## src/verilog/oscfc_pkg.sv

```systemverilog
// Constants of the oscillator frequency control register bank.
// Assumes a decoded byte access port and a single 200 MHz clock.
// Contract
// - Reset bit resets device, then self-clears
// - Calibration start launches calibration, self-clears
// - High-speed divider is 11 unsigned bits
// - Power2 codes 0..7 give 1,2,4,8,16,32,32,32
// - Feedback divider is 11.32 fixed point
// - Calibration bypass set skips calibration
// - Fine offset is 24-bit two's complement
// - Offset sign sets direction, zero is nominal
// - Offset applies only on top byte write
// - Page field selects 256-byte register page
// - Page bits become address bits 9 and 8
// - Fine offset changes apply synchronously
package oscfc_pkg;
    localparam logic [7:0] OFS_DEV_CTRL = 8'h07;
    localparam logic [7:0] OFS_OUT_GATE = 8'h11;
    localparam logic [7:0] OFS_HS_LOW = 8'h17;
    localparam logic [7:0] OFS_DIV_PACKED = 8'h18;
    localparam logic [7:0] OFS_FB_BYTE0 = 8'h1a;
    localparam logic [7:0] OFS_FB_BYTE1 = 8'h1b;
    localparam logic [7:0] OFS_FB_BYTE2 = 8'h1c;
    localparam logic [7:0] OFS_FB_BYTE3 = 8'h1d;
    localparam logic [7:0] OFS_FB_BYTE4 = 8'h1e;
    localparam logic [7:0] OFS_FB_BYTE5 = 8'h1f;
    localparam logic [7:0] OFS_CAL_BYPASS = 8'h45;
    localparam logic [7:0] OFS_FINE_BYTE0 = 8'he7;
    localparam logic [7:0] OFS_FINE_BYTE1 = 8'he8;
    localparam logic [7:0] OFS_FINE_BYTE2 = 8'he9;
    localparam logic [7:0] OFS_PAGE_SEL = 8'hff;
    localparam logic [1:0] PAGE_MAIN = 2'h0;

    localparam int BIT_RESET = 7;
    localparam int BIT_CAL_START = 3;
    localparam int BIT_OUT_GATE = 0;
    localparam int BIT_CAL_BYPASS = 7;
    localparam int POS_P2_DIV = 4;
    localparam int POS_HS_HIGH = 0;

    localparam logic out_gate_RST = 1'b1;
    localparam logic [7:0] RST_HS_LOW = 8'h54;
    localparam logic [2:0] RST_HS_HIGH = 3'h0;
    localparam logic [2:0] RST_P2_DIV = 3'h0;
    localparam logic [42:0] RST_FB_DIV = 43'h064_0000_0000;
    localparam logic RST_CAL_BYPASS = 1'b0;
    localparam logic [6:0] CAL_BYPASS_FILL = 7'h01;
    localparam logic [1:0] RST_PAGE = 2'h0;

    localparam int CLK_PERIOD_NS = 5;
    localparam int CAL_TIME_NS = 10000;
    localparam int CAL_CYCLES = (CAL_TIME_NS + CLK_PERIOD_NS - 1) / CLK_PERIOD_NS;
endpackage

```

## src/verilog/oscfc_cal.sv

```systemverilog
// Frequency calibration sequencer: busy for a fixed time after a start.
// Assumes start and clear are one-cycle pulses from the register bank.
`timescale 1ns/10ps
`default_nettype none
module oscfc_cal
(
    // Clock and reset
    input wire logic i_ref_clk,
    input wire logic i_rst_b,
    // Control
    input wire logic i_start,
    input wire logic i_clear,
    // Status
    output logic o_busy,
    output logic o_done
);
    typedef enum logic [1:0]
    {
        CAL_IDLE = 2'b01,
        CAL_RUN = 2'b10
    } oscfc_cal_st_t;

    typedef struct packed
    {
        oscfc_cal_st_t st;
        logic [11:0] cnt;
        logic done;
    } oscfc_cal_t;

    oscfc_cal_t s_r;
    oscfc_cal_t s_nxt;

    always_comb
    begin
        s_nxt = s_r;
        s_nxt.done = 1'b0;
        unique case (s_r.st)
            CAL_IDLE:
            begin
                if (i_start)
                begin
                    s_nxt.st = CAL_RUN;
                    s_nxt.cnt = 12'(oscfc_pkg::CAL_CYCLES - 1);
                end
            end
            CAL_RUN:
            begin
                if (s_r.cnt == 12'h000)
                begin
                    s_nxt.st = CAL_IDLE;
                    s_nxt.done = 1'b1;
                end
                else
                begin
                    s_nxt.cnt = s_r.cnt - 12'h001;
                end
            end
            default:
            begin
                s_nxt.st = CAL_IDLE;
            end
        endcase
        // Restart on a start before the count reaches zero so the latest dividers are calibrated; one at count zero is lost
        if (i_start && s_r.st == CAL_RUN)
        begin
            s_nxt.cnt = 12'(oscfc_pkg::CAL_CYCLES - 1);
        end
        if (i_clear)
        begin
            s_nxt.st = CAL_IDLE;
            s_nxt.cnt = 12'h000;
            s_nxt.done = 1'b0;
        end
    end

    always_ff @(posedge i_ref_clk or negedge i_rst_b)
    begin
        if (!i_rst_b)
        begin
            s_r <= '{st: CAL_IDLE, cnt: 12'h000, done: 1'b0};
        end
        else
        begin
            s_r <= s_nxt;
        end
    end

    assign o_busy = (s_r.st == CAL_RUN);
    assign o_done = s_r.done;
endmodule
`default_nettype wire

```

## src/verilog/oscfc_clkgate.sv

```systemverilog
// Glitch-free gate for the output clock, one toggle per reference edge.
// Assumes the enable is a level from the register bank.
`timescale 1ns/10ps
`default_nettype none
module oscfc_clkgate
(
    // Clock and reset
    input wire logic i_ref_clk,
    input wire logic i_rst_b,
    // Control
    input wire logic i_en,
    // Gated clock
    output logic o_clk
);
    typedef struct packed
    {
        logic clk;
    } oscfc_gate_t;

    oscfc_gate_t s_r;
    oscfc_gate_t s_nxt;

    always_comb
    begin
        s_nxt = s_r;
        // Enable is only sampled while low, so no high phase is cut short
        if (s_r.clk)
        begin
            s_nxt.clk = 1'b0;
        end
        else
        begin
            s_nxt.clk = i_en;
        end
    end

    always_ff @(posedge i_ref_clk or negedge i_rst_b)
    begin
        if (!i_rst_b)
        begin
            s_r <= '{clk: 1'b0};
        end
        else
        begin
            s_r <= s_nxt;
        end
    end

    assign o_clk = s_r.clk;
endmodule
`default_nettype wire

```

## src/verilog/oscfc_regs.sv

```systemverilog
// Register bank of the programmable oscillator, behind a byte access port.
// Assumes the serial target has decoded each access into a one-cycle strobe.
`timescale 1ns/10ps
`default_nettype none
module oscfc_regs
(
    // Clock and reset
    input wire logic i_ref_clk,
    input wire logic i_rst_b,
    // Register access
    input wire logic i_wr_stb,
    input wire logic i_rd_stb,
    input wire logic [7:0] i_addr,
    input wire logic [7:0] i_wdata,
    output logic [7:0] o_rdata,
    output logic o_rdata_vld,
    // Applied synthesis settings
    output logic [10:0] o_hs_div,
    output logic [5:0] o_p2_ratio,
    output logic [42:0] o_fb_div,
    output logic signed [23:0] o_fine_offset,
    output logic o_fine_upd,
    // Status and control
    output logic o_dev_reset,
    output logic o_cal_busy,
    output logic o_clk_out
);
    typedef struct packed
    {
        logic out_gate;
        logic [7:0] hs_low;
        logic [2:0] hs_high;
        logic [2:0] p2_div;
        logic [42:0] fb_div;
        logic cal_bypass;
        logic [15:0] fine_stage;
        logic [1:0] page;
        logic [10:0] act_hs;
        logic [5:0] act_p2;
        logic [42:0] act_fb;
        logic [23:0] act_fine;
        logic fine_upd;
        logic dev_rst;
        logic cal_go;
        logic [7:0] rdata;
        logic rvld;
    } oscfc_regs_t;

    localparam oscfc_regs_t RST_STATE = '{
        out_gate: oscfc_pkg::out_gate_RST,
        hs_low: oscfc_pkg::RST_HS_LOW,
        hs_high: oscfc_pkg::RST_HS_HIGH,
        p2_div: oscfc_pkg::RST_P2_DIV,
        fb_div: oscfc_pkg::RST_FB_DIV,
        cal_bypass: oscfc_pkg::RST_CAL_BYPASS,
        fine_stage: 16'h0000,
        page: oscfc_pkg::RST_PAGE,
        act_hs: {oscfc_pkg::RST_HS_HIGH, oscfc_pkg::RST_HS_LOW},
        act_p2: 6'h01,
        act_fb: oscfc_pkg::RST_FB_DIV,
        act_fine: 24'h000000,
        fine_upd: 1'b0,
        dev_rst: 1'b0,
        cal_go: 1'b0,
        rdata: 8'h00,
        rvld: 1'b0
    };

    oscfc_regs_t s_r;
    oscfc_regs_t s_nxt;
    logic cal_busy;
    logic [9:0] full_addr;
    logic page_main;

    function automatic logic [5:0] p2_ratio(input logic [2:0] code);
        logic [5:0] r;
        r = 6'h20;
        if (code < 3'h5)
        begin
            r = 6'h01 << code;
        end
        return r;
    endfunction

    // Page forms the top address bits
    assign full_addr = {s_r.page, i_addr};
    assign page_main = (full_addr[9:8] == oscfc_pkg::PAGE_MAIN);

    always_comb
    begin
        s_nxt = s_r;
        s_nxt.fine_upd = 1'b0;
        s_nxt.dev_rst = 1'b0;
        s_nxt.cal_go = 1'b0;
        s_nxt.rvld = 1'b0;
        if (i_wr_stb)
        begin
            // Selector stays reachable from every page so the host can return
            if (i_addr == oscfc_pkg::OFS_PAGE_SEL)
            begin
                s_nxt.page = i_wdata[1:0];
            end
            else if (page_main)
            begin
                unique case (i_addr)
                    oscfc_pkg::OFS_DEV_CTRL:
                    begin
                        if (i_wdata[oscfc_pkg::BIT_RESET])
                        begin
                            s_nxt = RST_STATE;
                            s_nxt.dev_rst = 1'b1;
                        end
                        else if (i_wdata[oscfc_pkg::BIT_CAL_START])
                        begin
                            // Staged dividers reach the synthesiser only here
                            s_nxt.cal_go = !s_r.cal_bypass;
                            s_nxt.act_hs = {s_r.hs_high, s_r.hs_low};
                            s_nxt.act_p2 = p2_ratio(s_r.p2_div);
                            s_nxt.act_fb = s_r.fb_div;
                        end
                    end
                    oscfc_pkg::OFS_OUT_GATE: s_nxt.out_gate = i_wdata[oscfc_pkg::BIT_OUT_GATE];
                    oscfc_pkg::OFS_HS_LOW: s_nxt.hs_low = i_wdata;
                    oscfc_pkg::OFS_DIV_PACKED:
                    begin
                        s_nxt.p2_div = i_wdata[oscfc_pkg::POS_P2_DIV +: 3];
                        s_nxt.hs_high = i_wdata[oscfc_pkg::POS_HS_HIGH +: 3];
                    end
                    oscfc_pkg::OFS_FB_BYTE0: s_nxt.fb_div[7:0] = i_wdata;
                    oscfc_pkg::OFS_FB_BYTE1: s_nxt.fb_div[15:8] = i_wdata;
                    oscfc_pkg::OFS_FB_BYTE2: s_nxt.fb_div[23:16] = i_wdata;
                    oscfc_pkg::OFS_FB_BYTE3: s_nxt.fb_div[31:24] = i_wdata;
                    oscfc_pkg::OFS_FB_BYTE4: s_nxt.fb_div[39:32] = i_wdata;
                    oscfc_pkg::OFS_FB_BYTE5: s_nxt.fb_div[42:40] = i_wdata[2:0];
                    oscfc_pkg::OFS_CAL_BYPASS:
                    begin
                        s_nxt.cal_bypass = i_wdata[oscfc_pkg::BIT_CAL_BYPASS];
                    end
                    oscfc_pkg::OFS_FINE_BYTE0: s_nxt.fine_stage[7:0] = i_wdata;
                    oscfc_pkg::OFS_FINE_BYTE1: s_nxt.fine_stage[15:8] = i_wdata;
                    oscfc_pkg::OFS_FINE_BYTE2:
                    begin
                        // Whole word moves in one edge, never a half-updated value
                        s_nxt.act_fine = {i_wdata, s_r.fine_stage};
                        s_nxt.fine_upd = 1'b1;
                    end
                    default:
                    begin
                    end
                endcase
            end
        end
        if (i_rd_stb)
        begin
            s_nxt.rvld = 1'b1;
            s_nxt.rdata = 8'h00;
            if (i_addr == oscfc_pkg::OFS_PAGE_SEL)
            begin
                s_nxt.rdata = {6'h00, s_r.page};
            end
            else if (page_main)
            begin
                unique case (i_addr)
                    // Reset bit always reads zero; start reads one while calibrating
                    oscfc_pkg::OFS_DEV_CTRL: s_nxt.rdata = {4'h0, cal_busy, 3'h0};
                    oscfc_pkg::OFS_OUT_GATE: s_nxt.rdata = {7'h00, s_r.out_gate};
                    oscfc_pkg::OFS_HS_LOW: s_nxt.rdata = s_r.hs_low;
                    oscfc_pkg::OFS_DIV_PACKED: s_nxt.rdata = {1'b0, s_r.p2_div, 1'b0, s_r.hs_high};
                    oscfc_pkg::OFS_FB_BYTE0: s_nxt.rdata = s_r.fb_div[7:0];
                    oscfc_pkg::OFS_FB_BYTE1: s_nxt.rdata = s_r.fb_div[15:8];
                    oscfc_pkg::OFS_FB_BYTE2: s_nxt.rdata = s_r.fb_div[23:16];
                    oscfc_pkg::OFS_FB_BYTE3: s_nxt.rdata = s_r.fb_div[31:24];
                    oscfc_pkg::OFS_FB_BYTE4: s_nxt.rdata = s_r.fb_div[39:32];
                    oscfc_pkg::OFS_FB_BYTE5: s_nxt.rdata = {5'h00, s_r.fb_div[42:40]};
                    oscfc_pkg::OFS_CAL_BYPASS:
                    begin
                        s_nxt.rdata = {s_r.cal_bypass, oscfc_pkg::CAL_BYPASS_FILL};
                    end
                    oscfc_pkg::OFS_FINE_BYTE0: s_nxt.rdata = s_r.fine_stage[7:0];
                    oscfc_pkg::OFS_FINE_BYTE1: s_nxt.rdata = s_r.fine_stage[15:8];
                    oscfc_pkg::OFS_FINE_BYTE2: s_nxt.rdata = s_r.act_fine[23:16];
                    default:
                    begin
                    end
                endcase
            end
        end
    end

    always_ff @(posedge i_ref_clk or negedge i_rst_b)
    begin
        if (!i_rst_b)
        begin
            s_r <= RST_STATE;
        end
        else
        begin
            s_r <= s_nxt;
        end
    end

    oscfc_cal u_cal
    (
        .i_ref_clk(i_ref_clk),
        .i_rst_b(i_rst_b),
        .i_start(s_r.cal_go),
        .i_clear(s_r.dev_rst),
        .o_busy(cal_busy),
        .o_done()
    );

    // Output held low while calibrating, except a high phase begun at the edge where busy rises
    oscfc_clkgate u_gate
    (
        .i_ref_clk(i_ref_clk),
        .i_rst_b(i_rst_b),
        .i_en(s_r.out_gate && !cal_busy),
        .o_clk(o_clk_out)
    );

    assign o_rdata = s_r.rdata;
    assign o_rdata_vld = s_r.rvld;
    assign o_hs_div = s_r.act_hs;
    assign o_p2_ratio = s_r.act_p2;
    assign o_fb_div = s_r.act_fb;
    assign o_fine_offset = s_r.act_fine;
    assign o_fine_upd = s_r.fine_upd;
    assign o_dev_reset = s_r.dev_rst;
    assign o_cal_busy = cal_busy;
endmodule
`default_nettype wire
```

## config.mk

```make
export PLATFORM = sky130hd
export DESIGN_NAME = oscfc_regs
export DESIGN_NICKNAME = d
export VERILOG_FILES = /design/src/verilog/oscfc_pkg.sv /design/src/verilog/oscfc_cal.sv /design/src/verilog/oscfc_clkgate.sv /design/src/verilog/oscfc_regs.sv
export SDC_FILE = /design/constraint.sdc
export NUM_CORES = 1
export LEC_CHECK = 0
export BUFFER_PORTS_ARGS = -buffer_cell sky130_fd_sc_hd__buf_2
export CAP_MARGIN = 20
export CORE_MARGIN = 2
export CORE_UTILIZATION = 55
export DETAILED_ROUTE_END_ITERATION = 6
export GPL_ROUTABILITY_DRIVEN = 0
export PLACE_DENSITY_LB_ADDON = 0.12
export SLEW_MARGIN = 20
export SYNTH_ARGS = -nofsm -noshare
export SYNTH_HDL_FRONTEND = slang
export SYNTH_SLANG_ARGS = --single-unit
```

## constraint.sdc

```tcl
create_clock -name i_ref_clk -period 2.07 [get_ports i_ref_clk]
set_input_delay 0.207 -clock i_ref_clk [delete_from_list [all_inputs] [get_ports i_ref_clk]]
set_output_delay 0.207 -clock i_ref_clk [all_outputs]
set_load 0.01 [all_outputs]
```

## Yosys cells after proc, flatten, opt, wreduce, memory -nomap -nowiden

Index checks and enable logic that the tools add are counted.

- Reduce and logical (&&, ||, !) cells: 46
- Divide/modulo/power cells: 0
- Shifts and indexed selects: 1
- Equality and inequality tests: 23
- Add/subtract/negate cells: 1
- Mux-type cells: 41
- Bitwise operators: 1
- $mul: 0
- Order comparisons: 1

Operators with widths:

| cell | count |
|---|---|
| $pmux 8 s2 | 8 |
| $mux 60 | 2 |
| $pmux 8 s14 | 1 |
| $mux 98 | 1 |
| $mux 77 | 1 |
| $reduce_and 5->1 | 15 |
| $eq 8x5->1 const B | 9 |
| $mux 62 | 1 |
| $pmux 25 s2 | 1 |
| $mux 12 | 4 |
| $reduce_bool 2->1 | 21 |
| $eq 8x8->1 const B | 4 |
| $mux 26 | 1 |
| $pmux 12 s2 | 1 |
| $mux 9 | 2 |
| $mux 8 | 2 |
| $mux 15 | 1 |
| $mux 14 | 1 |
| $logic_not 12->1 | 1 |
| $pmux 6 s2 | 1 |
| $sub 12x1->12 const B | 1 |
| $mux 11 | 1 |
| $eq 8x3->1 const B | 1 |
| $eq 8x7->1 const B | 1 |
| 23 further kinds | 32 |

- Bits in read-only memories: 0
- Output and inout bits: 97
- Latch bits: 0
- Memories: 0
- Flip-flop bits (word level): 188
- Input bits: 20
- Logic and storage cells: 140
- Memory bits (writable): 0

## Longest topological paths before layout

- Depth after elaboration: 9
- Depth in mapped cells: 8
- Depth with buffers taken out: 7

## Modules after synthesis

From an unflattened synthesis, not the netlist that was laid out.

- Cell total of the unflattened synthesis: 915
- Area, all modules: 9,465.3 µm²

By module, submodules not included:

| module | times used | cells each | area each (µm²) | sequential area each (µm²) |
|---|---|---|---|---|
| oscfc_regs | 1 | 822 | 8,515.7 | 4,346.7 |
| oscfc_cal | 1 | 91 | 910.9 | 376.6 |
| oscfc_clkgate | 1 | 2 | 38.8 | 25.0 |

## Worst setup path after synthesis

No wires, ideal clock.

- Path kind: reg-to-reg
- From: register u_cal.s_r[13] (netlist name)
- To: register u_cal.s_r[9] (netlist name)
- Cell stages (with the launch flop): 8
- Setup time: 0.138 ns
- Arrival time: 1.693 ns
- Data required time: 1.932 ns
- Path buffers: 1
- Setup slack: 0.240 ns
- Clock period less this slack: 1.830 ns
- Cell sequence: dfstp_2 > nand2b_1 > inv_1 > nor3_1 > o21bai_1 > buf_2 > a22oi_1 > o22ai_1

- Word-level cells in the longest chain between the ends: 4
- Elaborated cells on any way between the ends: 10
- Those cells by class: eq/ne (4); mux (3); reduce/logical (3)

Ends and longest elaborated chain:

| what | RTL line | text |
|---|---|---|
| start, declared | oscfc_cal.sv:30 | `oscfc_cal_t s_r;` |
| start signal, assigned | oscfc_cal.sv:80 | `s_r <= '{st: CAL_IDLE, cnt: 12'h000, done: 1'b0};` |
| start signal, assigned | oscfc_cal.sv:84 | `s_r <= s_nxt;` |
| $eq 2x2->1 * | - |  |
| via o_cal_busy | oscfc_regs.sv:25 | `output logic o_cal_busy,` |
| $pmux 12 s2 or $logic_and 1x1->1 (tied branches) | oscfc_cal.sv:37, oscfc_cal.sv:64 |  |
| $mux 12 (tied with other cells) | oscfc_cal.sv:64 | `if (i_start && s_r.st == CAL_RUN)` |
| $mux 15 or $reduce_and 3->1 (tied branches) | - |  |

The timed path passes the listed nets; every way through them passes the cells marked *.
A chain may end at the register's enable or synchronous reset.

## Worst setup path in the final report

- From: register s_r (netlist bit full_addr[8])
- To: register s_r[127] (netlist name)

- Word-level cells in the longest chain between the ends: 2

Ends and longest elaborated chain:

| what | RTL line | text |
|---|---|---|
| start, declared | oscfc_regs.sv:69 | `oscfc_regs_t s_r;` |
| start signal, assigned | oscfc_regs.sv:198 | `s_r <= s_nxt;` |
| $logic_not 2->1 | oscfc_regs.sv:87 | `assign page_main = (full_addr[9:8] == oscfc_pkg::PAGE_MAIN);` |
| $reduce_and 5->1 (no line) | - |  |

No other way between the ends.

==> load_flow_metrics.sql <==
INSERT INTO impl_metrics (metric_group, metric, value, unit) VALUES
('power', 'ir_drop', '0.6060', 'mV'),
('clocking', 'cts.htree.levels', '4', ''),
('synthesis', 'post_synth_instance_area', '9361', 'um^2'),
('run_status', 'status', 'finished clean', ''),
('synthesis', 'netlist_instances', '921', ''),
('placed_design', 'hpwl', '17.86', 'mm'),
('placed_design', 'count_of_input_and_output_buffers', '116', ''),
('sta', 'final_hold_violating_endpoints', '0', ''),
('worst_hold_path', 'worst_hold_path_type', 'input pin to flip-flop', ''),
('global_routing', 'global_route.usage.total', '28.24', '%'),
('sta', 'tightestPinTransition', '0.7594', 'ns'),
('sta', 'share_of_the_clock_period_used_by_the_worst_path_after_layout', '94.51', '%'),
('floorplan', 'die_width', '134.5', 'um'),
('cells_and_area', 'synthToLayoutAreaGrowth', '10.67', '%'),
('synthesis', 'ys_async_sr_fraction', '100.0', '%'),
('synthesis', 'synth.yosys.warnings', '0', ''),
('sta', 'worst_slew_slack_as_a_fraction_of_its_limit', '48.06', '%'),
('clocking', 'clock_tree_from_tritoncts', 'yes', ''),
('critical_path', 'worst_setup_sp_type', 'flip-flop', ''),
('global_routing', 'antenna_found_initial', '1', ''),
('global_routing', 'first_global_vias', '6992', ''),
('synthesis', 'count_leader_synth', 'sky130_fd_sc_hd__dfrtp_1', ''),
('clocking', 'clk_root_buffer_cell', 'sky130_fd_sc_hd__clkbuf_16', ''),
('sta', 'setup_total_negative_slack', '0', 'ns'),
('power', 'leakage', '4.838', 'nW'),
('synthesis', 'postSynthRegisterBits', '188', ''),
('global_routing', 'grt_first_pass_wirelength', '39.27', 'mm'),
('sta', 'slew_violations', '0', ''),
('sta', 'finalClockSkew', '0.008542', 'ns'),
('synthesis', 'top_area_cell_type_share_of_the_netlist_area', '46.24', '%'),
('synthesis', 'sequential_to_total_area_share_from_yosys_stat', '50.45', '%'),
('detailed_routing', 'post_drt_via_cell_ratio', '6.124', ''),
('synthesis', 'synth_fp_nets', '943', ''),
('clocking', 'post_cts_clock_slew_at_the_launch_and_capture_registers_of_the_worst_setup_and_hold_paths', '0.06', 'ns'),
('critical_path', 'endpoint_kind', 'flip-flop', ''),
('synthesis', 'synth_flop_cell', 'sky130_fd_sc_hd__dfrtp_1', ''),
('detailed_routing', 'wirelength', '24.74', 'mm'),
('detailed_routing', 'wire_per_inst', '20.68', 'um'),
('clocking', 'numCtsBuffers', '17', ''),
('detailed_routing', 'route.detailed.drc', '0', ''),
('critical_path', 'critical_path_required', '2.39', 'ns'),
('detailed_routing', 'final_antenna_violating_net_count', '0', ''),
('synthesis', 'synth_edf_count', '0', ''),
('clocking', 'cts_setup_buffers', '0', ''),
('cells_and_area', 'drive_above_1_share', '25.20', '%'),
('synthesis', 'synth_area_leaders', 'sky130_fd_sc_hd__dfrtp_1 46%, sky130_fd_sc_hd__buf_4 7.5%, sky130_fd_sc_hd__a22o_1 7.5%', ''),
('sta', 'clock.fmax', '511.2', 'MHz'),
('clocking', 'cts_sink_count', '188', ''),
('cells_and_area', 'antenna-diode-count', '0', ''),
('cells_and_area', 'post-route-util', '62.47', '%'),
('critical_path', 'worstPathMaxFanout', '8', ''),
('detailed_routing', 'detail_route.first_pass.iterations', '5', ''),
('floorplan', 'fp.coreArea', '16580', 'um^2'),
('detailed_routing', 'detailroute.via_count', '7324', ''),
('cells_and_area', 'layout.nets', '985', ''),
('synthesis', 'synthTopCellsByCount', '173 x sky130_fd_sc_hd__dfrtp_1, 97 x sky130_fd_sc_hd__nand2_1, 94 x sky130_fd_sc_hd__buf_4', ''),
('floorplan', 'floorplan.die.height', '134.5', 'um'),
('floorplan', 'design.die.area', '18080', 'um^2'),
('detailed_routing', 'starting_drc_count_in_detailed_routing', '753', ''),
('global_routing', 'grt_max_degree', '101', ''),
('global_routing', 'grt_overflow_total', '0', ''),
('synthesis', 'avgSynthCellArea', '10.16', 'um^2'),
('critical_path', 'arrival', '2.27', 'ns'),
('sta', 'time_the_final_worst_path_needs_with_i_o_delays_and_setup', '1.956', 'ns'),
('floorplan', 'floorplan.initialDensity', '56.45', '%'),
('clocking', 'clockBufferDepth', '2', ''),
('power', 'powerDensity', '760.7', 'nW/um^2'),
('synthesis', 'yosys.area.top_type', 'sky130_fd_sc_hd__dfrtp_1', ''),
('sta', 'setup_viol', '0', ''),
('floorplan', 'total_number_of_placement_rows', '47', ''),
('critical_path', 'critical_setup_path_class', 'flip-flop to flip-flop', ''),
('flow_run', 'max_cap_viol_count', '0', ''),
('floorplan', 'pin_count', '117', ''),
('clocking', 'clock_insertion_delay_worst_skew', '0.43', 'ns'),
('synthesis', 'yosys.cell_types.count', '69', '');
==> through the flow <==
stage / hold WS (ns) / area (um^2) / power (W) / setup slack [ns] / cells
2_1_floorplan: -0.08859 / 9361 / 0.004388 / 0.2398 / 921
3_3_place_gp: 0.1655 / 9751 / 0.004676 / -0.05762 / 1162
3_5_place_dp: 0.1718 / 9751 / 0.004700 / -0.1538 / 1162
4_1_cts: 0.1591 / 10350 / 0.007895 / 0.1013 / 1196
5_1_grt: 0.1823 / 10360 / 0.008139 / -0.008178 / 1196
6_report: 0.1769 / 10360 / 0.007881 / 0.1136 / 1196
==> logic make-up after synthesis <==
group                      after synthesis  share of synthesized area (%)
AOI/OAI and AO/OA                      268                          20.04
xor gates and xnor gates                 5                         0.4678
adders and majority gates                2                         0.2673
buffers and inverters                  163                          10.68
DFF                                    188                          50.45
muxes                                   17                          2.433
and+or+nand+nor                        278                          15.66
==> per-layer routing <==
layer	routed length, um	share of wire, %	vias up	GRT usage [%]
met5	10	0.040	-	0
met1	10750	43	3624	40.99
met3	1931	7.8	56	5.631
met2	11350	46	349	42.09
li1	-	-	3293	-
met4	693	2.8	2	11.23
==> worst paths after layout <==
check / cells after the start / slack [ns] / end / from
max in group asynchronous: 3 / 1.09 / o_p2_ratio[0] / i_rst_b
setup reg to reg: 6 / 0.11 / s_r[127] / full_addr[8]
hold reg to reg: 1 / 0.44 / u_gate.o_clk / u_gate.o_clk
setup / recovery: 6 / 0.11 / s_r[127] / full_addr[8]
hold / removal: 3 / 0.18 / full_addr[8] / i_wr_stb
min in group asynchronous: 2 / 0.28 / o_hs_div[5] / i_rst_b
==> power breakdown <==
part,internal [W],switching (W)
registers,0.00382,0.000155
clock network,0.00189,0.00133
logic,0.000272,0.000410
==> sequential cells by signal, indices dropped and copies added (netlist names) <==
signal         flops
o_fine_upd         1
u_cal.s_r         14
full_addr          2
o_hs_div          11
o_fine_offset     24
o_fb_div          43
s_r               76
o_rdata_vld        1
o_dev_reset        1
u_gate.o_clk       1
o_p2_ratio         6
o_rdata            8
==> what timing repair did <==
| item | in CTS | in global routing |
|---|---|---|
| pin swaps | 0 | 0 |
| endpoints found under the setup margin | 4 | 65 |
| gates cloned | 0 | 0 |
| endpoints found under the hold margin | 36 | 0 |
| resized for setup | 1 | 2 |
| hold buffers | 2 | 0 |
==> placed cells by master (no fill, tap or decap), types with 4 or more instances in the layout <==
master	netlist	routed
sky130_fd_sc_hd__mux2i_1	7	7
sky130_fd_sc_hd__mux4_2	4	4
sky130_fd_sc_hd__a311oi_1	7	7
sky130_fd_sc_hd__nor2b_1	5	5
sky130_fd_sc_hd__buf_2	27	115
sky130_fd_sc_hd__dfrtp_1	173	173
sky130_fd_sc_hd__clkbuf_1	24	6
sky130_fd_sc_hd__o21ai_0	74	74
sky130_fd_sc_hd__o22ai_1	6	6
sky130_fd_sc_hd__a32oi_1	4	4
sky130_fd_sc_hd__buf_12	0	4
sky130_fd_sc_hd__a32o_1	4	4
sky130_fd_sc_hd__buf_4	94	55
sky130_fd_sc_hd__mux2_2	6	6
sky130_fd_sc_hd__nand2_1	97	97
sky130_fd_sc_hd__a22oi_1	8	8
sky130_fd_sc_hd__o21a_1	4	4
sky130_fd_sc_hd__nand4_1	7	7
sky130_fd_sc_hd__nand2b_1	53	53
sky130_fd_sc_hd__o31ai_1	5	5
sky130_fd_sc_hd__a22o_1	80	80
sky130_fd_sc_hd__nor4b_1	6	6
sky130_fd_sc_hd__dfstp_2	15	15
sky130_fd_sc_hd__a31oi_1	5	5
sky130_fd_sc_hd__o21ai_1	11	11
sky130_fd_sc_hd__nand3_1	19	19
sky130_fd_sc_hd__nor3_1	10	10
sky130_fd_sc_hd__o22a_1	6	6
sky130_fd_sc_hd__a21oi_1	29	29
sky130_fd_sc_hd__nor2_1	46	46
sky130_fd_sc_hd__clkinv_2	0	4
sky130_fd_sc_hd__inv_1	9	9
sky130_fd_sc_hd__xnor2_1	4	4
sky130_fd_sc_hd__clkbuf_16	0	17
==> critical path, cell delays in order (launching register included) <==
cell and delay [ns]:
sky130_fd_sc_hd__dfrtp_1 0.42, sky130_fd_sc_hd__nor3b_2 0.26, sky130_fd_sc_hd__o21a_1 0.27, sky130_fd_sc_hd__o21a_1 0.20
sky130_fd_sc_hd__buf_4 0.19, sky130_fd_sc_hd__o21ai_1 0.21, sky130_fd_sc_hd__a22o_1 0.30
==> final cells by class <==
cell class / instances / area, um^2
Clock buffer: 23 / 447.9
Fill cell: 1411 / 6223
Timing Repair Buffer: 177 / 1100
Inverter: 9 / 33.78
Clock inverter: 9 / 125.1
Multi-Input combinational cell: 570 / 3655
Sequential cell: 188 / 4723
Tap cell: 220 / 275.3
No activity file was read; power rests on OpenSTA's default activity.
